==> src/sis_i2c_map.vh <==
/*
 Constants shared by the two-wire slave port: address, byte framing,
 strap capture and buffer geometry. Assumes inclusion by bare name.
*/
`ifndef SIS_I2C_MAP_VH
`define SIS_I2C_MAP_VH

// Fixed upper six bits of the 7-bit slave address (b110100X)
`define SIS_ADDR_HI 6'h34
// Bits per byte and the count after which the byte is complete
`define SIS_BYTE_BITS 4'h8
// Byte roles inside one transfer
`define SIS_ROLE_ADDR 2'h0
`define SIS_ROLE_PTR 2'h1
`define SIS_ROLE_DATA 2'h2
// Reset value of the register pointer
`define SIS_PTR_RESET 8'h00
// Master serial clock ceiling, kHz, and SPI clock ceiling, kHz
`define SIS_SCL_MAX_KHZ 400
`define SIS_SPI_MAX_KHZ 8000
// Cycles after reset release before the strap level is taken
`define SIS_STRAP_WAIT 2'h3
// Width of one buffered write: pointer and data
`define SIS_WR_WIDTH 16

`endif

==> src/sis_i2c_slave.v <==
/*
 Two-wire slave register port: framing, address match, pointer,
 buffered writes, fetched reads, clock stretching.
 Assumes open-drain pins resolved outside, a register file on mclk
 behind the write buffer and read request, and any SPI engine outside.
*/
// How it works
// - Match address b110100X, X taken from the strap level after reset.
// - SDA falling while SCL high is START; it restarts the receive state.
// - Bus is busy from START to STOP; repeated START keeps it busy.
// - Bytes are eight bits plus an acknowledge slot, any number per transfer.
// - Receiver pulls SDA low through the high phase of the ninth clock.
// - Hold SCL low while a byte cannot yet be stored or fetched.
// - SDA changes only while SCL is low, outside START and STOP.
// - Write: header with direction 0, pointer byte, data; each acknowledged.
// - Further write bytes go to successive registers, pointer plus one each.
// - Read: write pointer, repeated START, read header acknowledged, then data.
// - Master NACK on ninth clock ends a read; device releases SDA.
// - Repeated START with a foreign address sends the port back to idle.
// - Disable input keeps the port from engaging, for SPI users.
// - Strap, clock and data pins double as SPI lines outside this block.
// - Registers are also reachable by an SPI port up to 8 MHz, outside.
`include "sis_i2c_map.vh"

module sis_i2c_slave (
    input wire mclk,
    input wire rstn,
    input wire sclIn,
    output wire sclOut,
    output wire sclOeN,
    input wire sdaIn,
    output wire sdaOut,
    output wire sdaOeN,
    input wire lsbSelectPin,
    input wire twoWirePortDisable,
    output wire wrValid,
    input wire wrReady,
    output wire [7:0] wrAddr,
    output wire [7:0] wrData,
    output reg rdReq,
    output reg [7:0] rdAddr,
    input wire rdValid,
    input wire [7:0] rdData,
    output reg busBusy,
    output reg addressed
);
    localparam ST_IDLE = 7'h01;
    localparam ST_RECV = 7'h02;
    localparam ST_ACK = 7'h04;
    localparam ST_FETCH = 7'h08;
    localparam ST_SEND = 7'h10;
    localparam ST_MACK = 7'h20;
    localparam ST_PUSH = 7'h40;

    // Header byte matches our address
    function addrMatch;
        input [7:0] header;
        input lsb;
        begin
            addrMatch = (header[7:1] == {`SIS_ADDR_HI, lsb});
        end
    endfunction

    // Pointer advance, wrapping at the top
    function [7:0] nextPtr;
        input [7:0] ptr;
        begin
            nextPtr = ptr + 8'h01;
        end
    endfunction

    wire [2:0] pinSync;
    wire scl;
    wire sda;
    wire strapSync;
    reg sclPrev;
    reg sdaPrev;
    wire sclRise;
    wire sclFall;
    wire startSeen;
    wire stopSeen;

    reg [6:0] state;
    reg [3:0] bitCnt;
    reg [7:0] shiftReg;
    reg [7:0] pointer;
    reg [1:0] byteRole;
    reg readMode;
    reg masterAck;
    reg sdaDrive;
    reg sclHold;
    reg fetchIssued;
    reg [1:0] strapWait;
    reg strapLsb;

    wire byteDone;
    wire pushValid;
    wire pushReady;
    wire [15:0] pushData;
    wire [15:0] popData;

    // Pin levels into the mclk domain
    sis_sync2 u_sync (
        .mclk(mclk),
        .rstn(rstn),
        .din({lsbSelectPin, sdaIn, sclIn}),
        .dout(pinSync)
    );

    assign scl = pinSync[0];
    assign sda = pinSync[1];
    assign strapSync = pinSync[2];

    // Edge history of the synchronised lines
    always @(posedge mclk or negedge rstn) begin
        if (!rstn) begin
            sclPrev <= 1'b1;
            sdaPrev <= 1'b1;
        end else begin
            sclPrev <= scl;
            sdaPrev <= sda;
        end
    end

    // Line events; sampling margin holds below 400 kHz
    assign sclRise = scl && !sclPrev;
    assign sclFall = !scl && sclPrev;
    assign startSeen = sdaPrev && !sda && scl && sclPrev;
    assign stopSeen = !sdaPrev && sda && scl && sclPrev;

    // Strap taken once, a few cycles after reset release
    always @(posedge mclk or negedge rstn) begin
        if (!rstn) begin
            strapWait <= 2'h0;
            strapLsb <= 1'b0;
        end else if (strapWait != `SIS_STRAP_WAIT) begin
            strapWait <= strapWait + 2'h1;
            strapLsb <= strapSync;
        end
    end

    // Bus busy flag, independent of our address
    always @(posedge mclk or negedge rstn) begin
        if (!rstn) begin
            busBusy <= 1'b0;
        end else if (startSeen) begin
            busBusy <= 1'b1;
        end else if (stopSeen) begin
            busBusy <= 1'b0;
        end
    end

    // Full byte received, seen on the falling edge after bit eight
    assign byteDone = (state == ST_RECV) && sclFall && (bitCnt == `SIS_BYTE_BITS);

    // Write words enter the buffer as pointer and data
    assign pushValid = ((byteDone && (byteRole == `SIS_ROLE_DATA)) || (state == ST_PUSH))
                       && !startSeen && !stopSeen;
    assign pushData = {pointer, shiftReg};

    sis_buf2 u_buf (
        .mclk(mclk),
        .rstn(rstn),
        .inValid(pushValid),
        .inReady(pushReady),
        .inData(pushData),
        .outValid(wrValid),
        .outReady(wrReady),
        .outData(popData)
    );

    assign wrAddr = popData[15:8];
    assign wrData = popData[7:0];

    // Open-drain pins: only ever pull low
    assign sdaOut = 1'b0;
    assign sclOut = 1'b0;
    assign sdaOeN = ~sdaDrive;
    assign sclOeN = ~sclHold;

    // Transfer engine
    always @(posedge mclk or negedge rstn) begin
        if (!rstn) begin
            state <= ST_IDLE;
            bitCnt <= 4'h0;
            shiftReg <= 8'h00;
            pointer <= `SIS_PTR_RESET;
            byteRole <= `SIS_ROLE_ADDR;
            readMode <= 1'b0;
            masterAck <= 1'b0;
            sdaDrive <= 1'b0;
            sclHold <= 1'b0;
            fetchIssued <= 1'b0;
            rdReq <= 1'b0;
            rdAddr <= 8'h00;
            addressed <= 1'b0;
        end else begin
            rdReq <= 1'b0;
            if (twoWirePortDisable) begin
                // Port never engages while disabled
                state <= ST_IDLE;
                sdaDrive <= 1'b0;
                sclHold <= 1'b0;
                fetchIssued <= 1'b0;
                addressed <= 1'b0;
            end else if (startSeen) begin
                // START or repeated START: fresh header expected
                state <= ST_RECV;
                bitCnt <= 4'h0;
                byteRole <= `SIS_ROLE_ADDR;
                sdaDrive <= 1'b0;
                sclHold <= 1'b0;
                fetchIssued <= 1'b0;
                addressed <= 1'b0;
            end else if (stopSeen) begin
                state <= ST_IDLE;
                sdaDrive <= 1'b0;
                sclHold <= 1'b0;
                fetchIssued <= 1'b0;
                addressed <= 1'b0;
            end else begin
                case (state)
                    ST_IDLE: begin
                        // Lines released until the next START
                        sdaDrive <= 1'b0;
                        sclHold <= 1'b0;
                    end
                    ST_RECV: begin
                        if (sclRise && bitCnt != `SIS_BYTE_BITS) begin
                            // Sample on the high phase, MSB first
                            shiftReg <= {shiftReg[6:0], sda};
                            bitCnt <= bitCnt + 4'h1;
                        end else if (byteDone) begin
                            case (byteRole)
                                `SIS_ROLE_ADDR: begin
                                    if (addrMatch(shiftReg, strapLsb)) begin
                                        readMode <= shiftReg[0];
                                        addressed <= 1'b1;
                                        sdaDrive <= 1'b1;
                                        byteRole <= `SIS_ROLE_PTR;
                                        state <= ST_ACK;
                                    end else begin
                                        state <= ST_IDLE;
                                    end
                                end
                                `SIS_ROLE_PTR: begin
                                    pointer <= shiftReg;
                                    sdaDrive <= 1'b1;
                                    byteRole <= `SIS_ROLE_DATA;
                                    state <= ST_ACK;
                                end
                                default: begin
                                    if (pushReady) begin
                                        pointer <= nextPtr(pointer);
                                        sdaDrive <= 1'b1;
                                        state <= ST_ACK;
                                    end else begin
                                        sclHold <= 1'b1;
                                        state <= ST_PUSH;
                                    end
                                end
                            endcase
                        end
                    end
                    ST_PUSH: begin
                        // SCL held low until the buffer takes the byte
                        if (pushReady) begin
                            pointer <= nextPtr(pointer);
                            sdaDrive <= 1'b1;
                            state <= ST_ACK;
                        end
                    end
                    ST_ACK: begin
                        // Acknowledge stands through the ninth high phase
                        sclHold <= 1'b0; // SDA settles a cycle before SCL is let go
                        if (sclFall) begin
                            sdaDrive <= 1'b0;
                            bitCnt <= 4'h0;
                            if (readMode) begin
                                sclHold <= 1'b1;
                                state <= ST_FETCH;
                            end else begin
                                state <= ST_RECV;
                            end
                        end
                    end
                    ST_FETCH: begin
                        // Ask for the byte once, stretch until it arrives
                        if (!fetchIssued) begin
                            rdReq <= 1'b1;
                            rdAddr <= pointer;
                            fetchIssued <= 1'b1;
                        end else if (rdValid) begin
                            shiftReg <= rdData;
                            sdaDrive <= ~rdData[7];
                            bitCnt <= 4'h0;
                            fetchIssued <= 1'b0;
                            state <= ST_SEND;
                        end
                    end
                    ST_SEND: begin
                        // Next bit set up on each falling edge
                        sclHold <= 1'b0; // First bit already on SDA
                        if (sclFall) begin
                            bitCnt <= bitCnt + 4'h1;
                            if (bitCnt == `SIS_BYTE_BITS - 4'h1) begin
                                sdaDrive <= 1'b0;
                                state <= ST_MACK;
                            end else begin
                                shiftReg <= {shiftReg[6:0], 1'b0};
                                sdaDrive <= ~shiftReg[6];
                            end
                        end
                    end
                    ST_MACK: begin
                        // Master answers in the ninth clock
                        if (sclRise) begin
                            masterAck <= ~sda;
                            pointer <= nextPtr(pointer);
                        end else if (sclFall) begin
                            if (masterAck) begin
                                sclHold <= 1'b1;
                                state <= ST_FETCH;
                            end else begin
                                state <= ST_IDLE;
                            end
                        end
                    end
                    default: begin
                        state <= ST_IDLE;
                        sdaDrive <= 1'b0;
                        sclHold <= 1'b0;
                    end
                endcase
            end
        end
    end
endmodule // sis_i2c_slave

==> src/sis_sync2.v <==
/*
 Two-flop synchroniser for three pin levels.
 Assumes each input is a level from outside the mclk domain.
*/
module sis_sync2 (
    input wire mclk,
    input wire rstn,
    input wire [2:0] din,
    output wire [2:0] dout
);
    reg [2:0] stage1;
    reg [2:0] stage2;

    // Idle-high bus lines reset high, strap resets low
    always @(posedge mclk or negedge rstn) begin
        if (!rstn) begin
            stage1 <= 3'h3;
            stage2 <= 3'h3;
        end else begin
            stage1 <= din;
            stage2 <= stage1; // Only reader of stage1
        end
    end

    assign dout = stage2;
endmodule // sis_sync2

==> src/sis_buf2.v <==
/*
 Two-entry buffer with valid and ready on both sides.
 Assumes both sides on mclk; drain side may stall freely.
*/
module sis_buf2 (
    input wire mclk,
    input wire rstn,
    input wire inValid,
    output wire inReady,
    input wire [15:0] inData,
    output wire outValid,
    input wire outReady,
    output wire [15:0] outData
);
    reg [15:0] mem [0:1];
    reg wrPtr;
    reg rdPtr;
    reg [1:0] count;
    wire doPush;
    wire doPop;

    // Honest full and empty
    assign inReady = (count != 2'h2);
    assign outValid = (count != 2'h0);
    assign outData = mem[rdPtr];
    assign doPush = inValid && inReady;
    assign doPop = outValid && outReady;

    // Storage words
    always @(posedge mclk) begin
        if (doPush) begin
            mem[wrPtr] <= inData;
        end
    end

    // Pointers and fill level
    always @(posedge mclk or negedge rstn) begin
        if (!rstn) begin
            wrPtr <= 1'b0;
            rdPtr <= 1'b0;
            count <= 2'h0;
        end else begin
            if (doPush) begin
                wrPtr <= ~wrPtr;
            end
            if (doPop) begin
                rdPtr <= ~rdPtr;
            end
            if (doPush && !doPop) begin
                count <= count + 2'h1;
            end else if (doPop && !doPush) begin
                count <= count - 2'h1;
            end
        end
    end
endmodule // sis_buf2

==> config.mk <==
export PLATFORM = sky130hd
export DESIGN_NAME = sis_i2c_slave
export DESIGN_NICKNAME = d
export VERILOG_FILES = /design/src/sis_i2c_slave.v /design/src/sis_sync2.v /design/src/sis_buf2.v
export VERILOG_INCLUDE_DIRS = /design/src
export SDC_FILE = /design/constraint.sdc
export NUM_CORES = 1
export LEC_CHECK = 0
export BUFFER_PORTS_ARGS = -buffer_cell sky130_fd_sc_hd__buf_2
export CORE_UTILIZATION = 35
export CTS_CLUSTER_SIZE = 20
export DETAILED_ROUTE_END_ITERATION = 8
export PLACE_DENSITY_LB_ADDON = 0.05
export SYNTH_ARGS = -nofsm -noshare
export SYNTH_HDL_FRONTEND = slang
export SYNTH_SLANG_ARGS = --single-unit
==> constraint.sdc <==
create_clock -name mclk -period 2.8 [get_ports mclk]
set_clock_uncertainty 0.15 [all_clocks]
set_input_delay 0.7 -clock mclk [delete_from_list [all_inputs] [get_ports mclk]]
set_output_delay 0.7 -clock mclk [all_outputs]
set_load 0.05 [all_outputs]
After elaboration in Yosys (flattened, before gate mapping):

Memory sizes are Yosys's and may differ from the RTL's.
Cells that the tools add are included.

* bits in registers: 60
* bits in writable memories: 32
* bits of input ports: 16
* output and inout port bits: 32
* logic and storage cells: 243
* memories kept: 1

Memories
* u_buf.mem: words 2, width 16, rd ports 1, clocked after Yosys merged registers in 0, write ports 1, line sis_buf2.v:15 `reg [15:0] mem [0:1];`

* add/subtract/negate cells: 5
* equal/unequal tests: 50
* multiplexer cells: 97
* bitwise operators: 12
* reductions and logical operators: 55

Operators with widths (count)
* 2-to-1 mux 7 bit: 14
* 2-to-1 mux 8 bit: 9
* != test 5 bit, second input constant: 12
* case mux 7 bit (7 select lines): 1
* case mux 8 bit (3 select lines): 2
* 2-to-1 mux 1 bit: 46
* AND reduction 8 bit: 5
* 2-to-1 mux 4 bit: 9
* != test 2 bit, second input constant: 12
* nonzero test 4 bit: 5
* logical AND 1 bit: 18
* 2-to-1 mux 2 bit: 8
* != test 4 bit, second input constant: 4
* case mux 4 bit (4 select lines): 1
* case mux 8 bit (2 select lines): 1
* != test 3 bit, second input constant: 5
* AND reduction 5 bit: 3
* case mux 7 bit (2 select lines): 1
* inverter 1 bit: 12
* AND reduction 11 bit: 1
* nonzero test 2 bit: 5
* AND reduction 9 bit: 1
* nonzero test 3 bit: 3
* adder 8 x 1 -> 8 bit, second input constant: 1
* 31 further kinds: 40

Logic depth before layout (Yosys ltp):

Gate-level depths: netlist of run 1.

* depth in word-level cells: 13
* depth in mapped cells: 10
* depth with buffers taken out: 10

By module:

From an unflattened synthesis of run 1, not the netlist that was laid out.

* cell total of the unflattened synthesis: 411
* area, all modules: 4822.1 um2

Modules (own cells, without submodules)
* sis_i2c_slave: instances 1, cells each 337, area an instance 3264.4 um2, seq. area each 1255.0 um2
* sis_buf2: instances 1, cells each 68, area an instance 1402.6 um2, seq. area each 1061.0 um2
* sis_sync2: instances 1, cells each 6, area an instance 155.1 um2, seq. area each 155.1 um2

Worst setup path before layout of run 1:

No wires, ideal clock.

* path kind: reg2reg
* start: register state[6]
* end: memory u_buf.mem[0][0], enable pin
* library setup time: 0.390 ns
* arrival time: 2.277 ns
* required time: 2.260 ns
* setup slack: -0.018 ns
* cell stages (with the launch flop): 7
* path buffers: 1
* clock period less this slack: 2.818 ns
* cell sequence: dfrtp_1 > buf_2 > nor4_2 > nand4_1 > nor3_1 > o221a_2 > nor2b_1

* longest elaborated chain between the ends: 10
* elaborated cells between the ends (all ways): 11
* classes of those cells: 2 x eq/ne; 2 x mux; 7 x reduce/logical

RTL lines
* start, declared: line sis_i2c_slave.v:83 `reg [6:0] state;`
* start signal, assigned: line sis_i2c_slave.v:184 `state <= ST_IDLE;`
* start signal, assigned: line sis_i2c_slave.v:201 `state <= ST_IDLE;`
* start signal, assigned: line sis_i2c_slave.v:208 `state <= ST_RECV;`
* equality test 7 x 2 -> 1 bit: line sis_i2c_slave.v:154 `` assign byteDone = (state == ST_RECV) && sclFall && (bitCnt == `SIS_BYTE_BITS); ``
* logical AND 1 bit (2 in a row): line sis_i2c_slave.v:154
* logical AND 1 bit: line sis_i2c_slave.v:157 `` assign pushValid = ((byteDone && (byteRole == `SIS_ROLE_DATA)) || (state == ST_PUSH)) ``
* logical OR 1 bit (*): line sis_i2c_slave.v:157
* logical AND 1 bit (*) (2 in a row): line sis_i2c_slave.v:157
* logical AND 1 bit (*): line sis_buf2.v:26 `assign doPush = inValid && inReady;`
* via u_buf.doPush: line sis_buf2.v:19 `wire doPush;`
* 2-to-1 mux 1 bit (*): line sis_buf2.v:31 `if (doPush) begin`
* 2-to-1 mux 1 bit (implied by the code) (*): line sis_buf2.v:32 `mem[wrPtr] <= inData;`
* end, declared: line sis_buf2.v:15

The timed path passes the listed nets; every way through them passes the cells marked *.

Final worst setup path of run 1:

* start: register state[5]
* end: register rdAddr[7]

* longest elaborated chain between the ends: 2

RTL lines
* equality test 7 x 4 -> 1 bit: line sis_i2c_slave.v:222 `case (state)`
* AND reduction 5 bit (no source line)
* end signal, assigned: line sis_i2c_slave.v:291 `rdAddr <= pointer;`
* end, declared: line sis_i2c_slave.v:41 `output reg [7:0] rdAddr,`

No other way between the ends.
A chain may end at the register's enable or synchronous reset.

==> results of run 1 <==
flip-flops by register name (all words and copies together), names as in the netlist, 3 cells and up:
name           cells
rdAddr             8
pointer            8
state              7
u_sync.dout        3
bitCnt             4
u_buf.mem         32
u_sync.stage1      3
shiftReg           8
power breakdown:
part,switching (mW),internal [mW],total (mW)
combinational,0.0706,0.0341,0.105
clock,0.492,0.598,1.09
sequential,0.0128,1.40,1.41
cells by family after synthesis:
group,after synthesis,share of synthesized area
fa+ha+maj,5,0.0134
flops,92,0.528
compound gates,96,0.145
buf+inv,37,0.0347
xor+xnor,14,0.0262
mux,35,0.0818
other cells,1,0.000801
simple gates,143,0.170
path summary, 6_finish.rpt:
kind                                  startpoint          endpoint  slack [ps]  cells past startpoint
worst max-delay path                    state[5]         rdAddr[7]         110                      5
worst max register to register          state[5]         rdAddr[7]         110                      5
max in group asynchronous                   rstn  u_sync.stage1[1]        1690                      2
worst min-delay path                        rstn         masterAck         120                      1
worst min register to register  u_sync.stage1[0]    u_sync.dout[0]         210                      0
min in group mclk               u_sync.stage1[0]    u_sync.dout[0]         210                      0
layer usage:
layer	part of all wire	vias to the layer above	track usage
li1	-	1698	-
met1	0.44	1724	0.232
met2	0.48	108	0.283
met3	0.050	24	0.0368
met4	0.031	0	0.0817
met5	0	-	0
layout make-up:
cell class / count / area, sq um / share of cell area
timing repair buffer: 72 / 453 / 0.0822
tap: 172 / 215 / 0.0390
clock buffer: 11 / 233 / 0.0422
sequential: 92 / 2470 / 0.448
inverter: 15 / 56.3 / 0.0102
clock inverter: 5 / 28.8 / 0.00522
multi-input combinational: 295 / 2060 / 0.373
stage by stage:
| stage | utilization | hold slack, ps | area (sq um) | instances | setup slack [ps] |
|---|---|---|---|---|---|
| 3_3_place_gp | 0.409 | 182 | 5250 | 646 | 112 |
| 6_report | 0.430 | 116 | 5510 | 662 | 111 |
| 2_1_floorplan | - | 181 | 4690 | 424 | 272 |
| 5_1_grt | 0.430 | 126 | 5510 | 662 | 7.35 |
| 4_1_cts | 0.430 | 114 | 5510 | 662 | 93.8 |
| 3_5_place_dp | 0.409 | 196 | 5250 | 646 | 107 |
cells in the final DEF (no fill, tap or decap), types with 4 or more instances in the layout:
master,count
xnor2_1,7
dfstp_2,7
buf_4,25
clkbuf_16,9
nor3_1,9
xor2_1,7
edfxtp_1,32
nand4_1,4
o221ai_1,4
o21ai_0,13
mux2i_1,9
o21a_1,4
inv_1,15
nor2_1,20
a31oi_1,11
nor2b_1,8
dfrtp_1,53
ha_1,5
nand2b_1,8
mux2_2,25
nand2_1,47
nand3_1,6
o211ai_1,4
buf_2,45
or3_1,6
and3_1,6
a21oi_1,16
==> impl_metrics.toml, run 1 <==
[critical_path]
critical_path.max_fanout = 10
worstSetupPathType = "reg -> reg"
slowest_stage = "or4_1"
critPathMaxStageDelay_ps = 730
setup.worst_path.start_class = "flip-flop"
worst-path-buf-inv = 0
worstPathCellList = "or4_1 -> or2_2 -> or3_1 -> nand2_1 -> o21ai_1"
crit_family = "simple AND/OR/NAND/NOR gates"
cp_data_arrival_time_ps = 2760
cp.required_ps = 2870
critical_path.endpoint_type = "flip-flop"

[routing]
vias = 3554
vias_per_cell = 5.37
first_pass_iters = 5
remaining_drc_errors = 0
drtIter0Drc = 262
ant_nets = 0
routed_wl_um = 11800
routedWlPerCell_um = 17.8

[placement]
gp_congestion = 0.943
dp_hpwl_um = 8770
io_buffers = 45

[logic_synthesis]
synth_largest_area_cell = "dfrtp_1"
synthArstFlopShare = 0.652
yosys-top-cells-area = "dfrtp_1 28%, edfxtp_1 21%, mux2_2 6.0%"
synth-edff-count = 32
yosysTopAreaCellShare = 0.283
synth_area_per_cell_sq_um = 11.1
synthTopCellsByCount = "53 x dfrtp_1, 47 x nand2_1, 32 x edfxtp_1, 25 x mux2_2, 20 x nor2_1"
yosysMostFrequentCell = "dfrtp_1"
synth-warning-count = 0
syn_area_sq_um = 4680
syn_inst = 423
synth_seq_cells = 92
synth_top_flop_cell = "dfrtp_1"
yosysUniqueCellTypes = 71
ys_seq_area_frac = 0.528

[timing]
hold_violations = 0
drv_slew = 0
setup_viol = 0
rsz0062_at_grt = "no"
finalCritPeriodShare = 0.960
worst_pin_slew_ps = 773
clock.fmax_mhz = 372
slew_headroom = 0.477
fin_tns_setup_ps = 0
min_period_ps = 2690

[grt]
grt_util_all_layers = 0.178
grt_overflow = 0
grt_max_degree = 26
grt_pass1_vias = 3516
antenna_found_initial = 0
grt_pass1_wl_um = 19000

[pwr]
vdd_ir_drop_max_mv = 0.332
power_mw = 2.61
p_leak_nw = 2.31
pwr_density_cell_nw_per_um2 = 473

[floorplanning]
initial_core_util = 0.365
core_area_sq_um = 12800
die-area_sq_um = 13800
pin_count = 48
rows = 41
die_h_um = 118
die_w_um = 118

[clock_tree]
clk_path_buf_depth = 2
cts_hold_buf = 0
cts_resized = 0
clockRootBuffer = "clkbuf_16"
cts_tree = "yes"
post_cts_buffers = 0
insertion_delay_ps = 340
htreeDepth = 3
clock-sinks = 92
clk_pin_slew_worst_paths_ps = 60
cts_buffers = 9

[finish]
drive_gt1_frac = 0.265
fillCellCount = 1272
n_antenna_cell = 0
layout.nets = 506
synthToLayoutAreaGrowth_pct = 17.7

[flow_run]
drv_cap = 0

[outcome]
status = "finished clean"

[min_path]
hold_path_class = "in -> async"
Note: power is estimated with default switching activity, not from simulation.
==> inputs of run 2 (changes only) <==
--- a/config.mk
+++ b/config.mk
@@ -8,6 +8,7 @@
 export LEC_CHECK = 0
 export BUFFER_PORTS_ARGS = -buffer_cell sky130_fd_sc_hd__buf_2
 export CORE_UTILIZATION = 35
+export CTS_BUF_LIST = sky130_fd_sc_hd__clkbuf_8
 export CTS_CLUSTER_SIZE = 20
 export DETAILED_ROUTE_END_ITERATION = 8
 export PLACE_DENSITY_LB_ADDON = 0.05
==> run 2 against run 1 <==
Against the previous run:
- worst hold slack worse by 48 ps
- worst setup slack lost 6.7 ps
- routed wire length is 0.99% higher
- register-to-register slack about the same
- sequential share of layout area is 0.84 points higher
- count of clock-buffer cells in the layout fell by 2
==> impl_metrics.toml, run 2 (same netlist as run 1, synthesis figures left out) <==
[outcome]
status = "finished clean"

[critical_path]
worst-path-buf-inv = 0
setup.worst_path.start_class = "flip-flop"
critical_path.max_fanout = 10
critical_path.endpoint_type = "flip-flop"
critPathMaxStageDelay_ps = 740
crit_family = "simple AND/OR/NAND/NOR gates"
cp_data_arrival_time_ps = 2810
slowest_stage = "or4_1"
cp.required_ps = 2910
worstPathCellList = "or4_1 -> or2_2 -> or3_1 -> nand2_1 -> o21ai_1"
worstSetupPathType = "reg -> reg"

[grt]
grt_util_all_layers = 0.179
grt_max_degree = 26
grt_pass1_wl_um = 19100
antenna_found_initial = 0
grt_overflow = 0
grt_pass1_vias = 3523

[finish]
layout.nets = 506
n_antenna_cell = 0
max_flop_register = "u_buf.mem"
largest_reg_flops = 32
multi_input_area_sq_um = 2060
seq_area_sq_um = 2470
drive_gt1_frac = 0.265
layout_common_cells = "53 x dfrtp_1, 47 x nand2_1, 45 x buf_2"
post-route-util = 0.422
final_cells = 662
final_common_cell = "dfrtp_1"
fillCellCount = 1283
fin_area_sq_um = 5410
synthToLayoutAreaGrowth_pct = 15.5

[placement]
pre_cts_ws_ps = 107
gp_congestion = 0.943
place_area_sq_um = 5250
io_buffers = 45
dp_hpwl_um = 8770
placed_cells = 646

[clock_tree]
cts_tree = "yes"
clockRootBuffer = "clkbuf_8"
cts_hold_buf = 0
insertion_delay_ps = 370
clk_pin_slew_worst_paths_ps = 90
cts_buffers = 9
htreeDepth = 3
post_cts_buffers = 0
clock-sinks = 92
clk_path_buf_depth = 2
cts_resized = 0

[routing]
drtIter0Drc = 252
vias_per_cell = 5.32
vias = 3524
ant_nets = 0
remaining_drc_errors = 0
first_pass_iters = 5
routedWlPerCell_um = 18.0
routed_wl_um = 11900

[timing]
setup_ws_ps = 104
drv_slew = 0
worst_pin_slew_ps = 801
clock.fmax_mhz = 371
fin_tns_setup_ps = 0
slew_headroom = 0.459
min_period_ps = 2700
hold_violations = 0
setup_viol = 0
holdWs_ps = 68.2
finalCritPeriodShare = 0.963
rsz0062_at_grt = "no"

[pwr]
clockPowerShare = 0.338
power_frac_comb = 0.046
switchingPower_mw = 0.545
power_mw = 2.29
vdd_ir_drop_max_mv = 0.168
p_int_mw = 1.75
seqPwrFrac = 0.616
p_leak_nw = 2.27
pwr_density_cell_nw_per_um2 = 423
netSwitchingFraction = 0.238

[min_path]
hold_path_class = "in -> async"

[floorplanning]
core_area_sq_um = 12800
initial_core_util = 0.365
die_h_um = 118
die_w_um = 118
rows = 41
die-area_sq_um = 13800
pin_count = 48

[flow_run]
drv_cap = 0
[run 2: cell types whose count changed in the layout (fill, tap and decap cells not counted)]
cell       before  now
clkbuf_1        2    0
clkbuf_16       9    0
clkbuf_8        0    9
inv_1          15   17
[run 2: metal layers]
layer  GRT usage  routed length [um]  up-vias
met2       0.285                5580       88
met4       0.103                 423        0
met1       0.229                5490     1714
met3      0.0315                 412       31
li1            -                   -     1691
met5           0                   0        -
[run 2: worst paths after layout]
check | startpoint | to | slack (ps) | cells past startpoint
min in group mclk | u_sync.stage1[0] | u_sync.dout[0] | 210 | 0
max in group asynchronous | rstn | u_sync.dout[0] | 1740 | 2
hold reg to reg | u_sync.stage1[0] | u_sync.dout[0] | 210 | 0
setup / recovery | state[5] | rdAddr[7] | 100 | 5
hold / removal | rstn | masterAck | 70 | 1
setup reg to reg | state[5] | rdAddr[7] | 100 | 5
[run 2: cell type report]
| class | instances | share of cell area |
|---|---|---|
| clock inverters | 7 | 0.00671 |
| multi-input cells | 295 | 0.380 |
| flip-flops and latches | 92 | 0.457 |
| repair buffers | 72 | 0.0837 |
| clock buffers | 9 | 0.0229 |
| inverters | 15 | 0.0104 |
| well taps | 172 | 0.0398 |
[run 2: power groups by stage]
stage	clock network (mW)	logic [mW]	registers, mW
final	0.774	0.105	1.41
after CTS	0.809	0.106	1.41
after global routing	0.861	0.115	1.41
after floorplan	0	0.0500	1.44
after detailed placement	0	0.106	1.44
after global placement	0	0.105	1.44
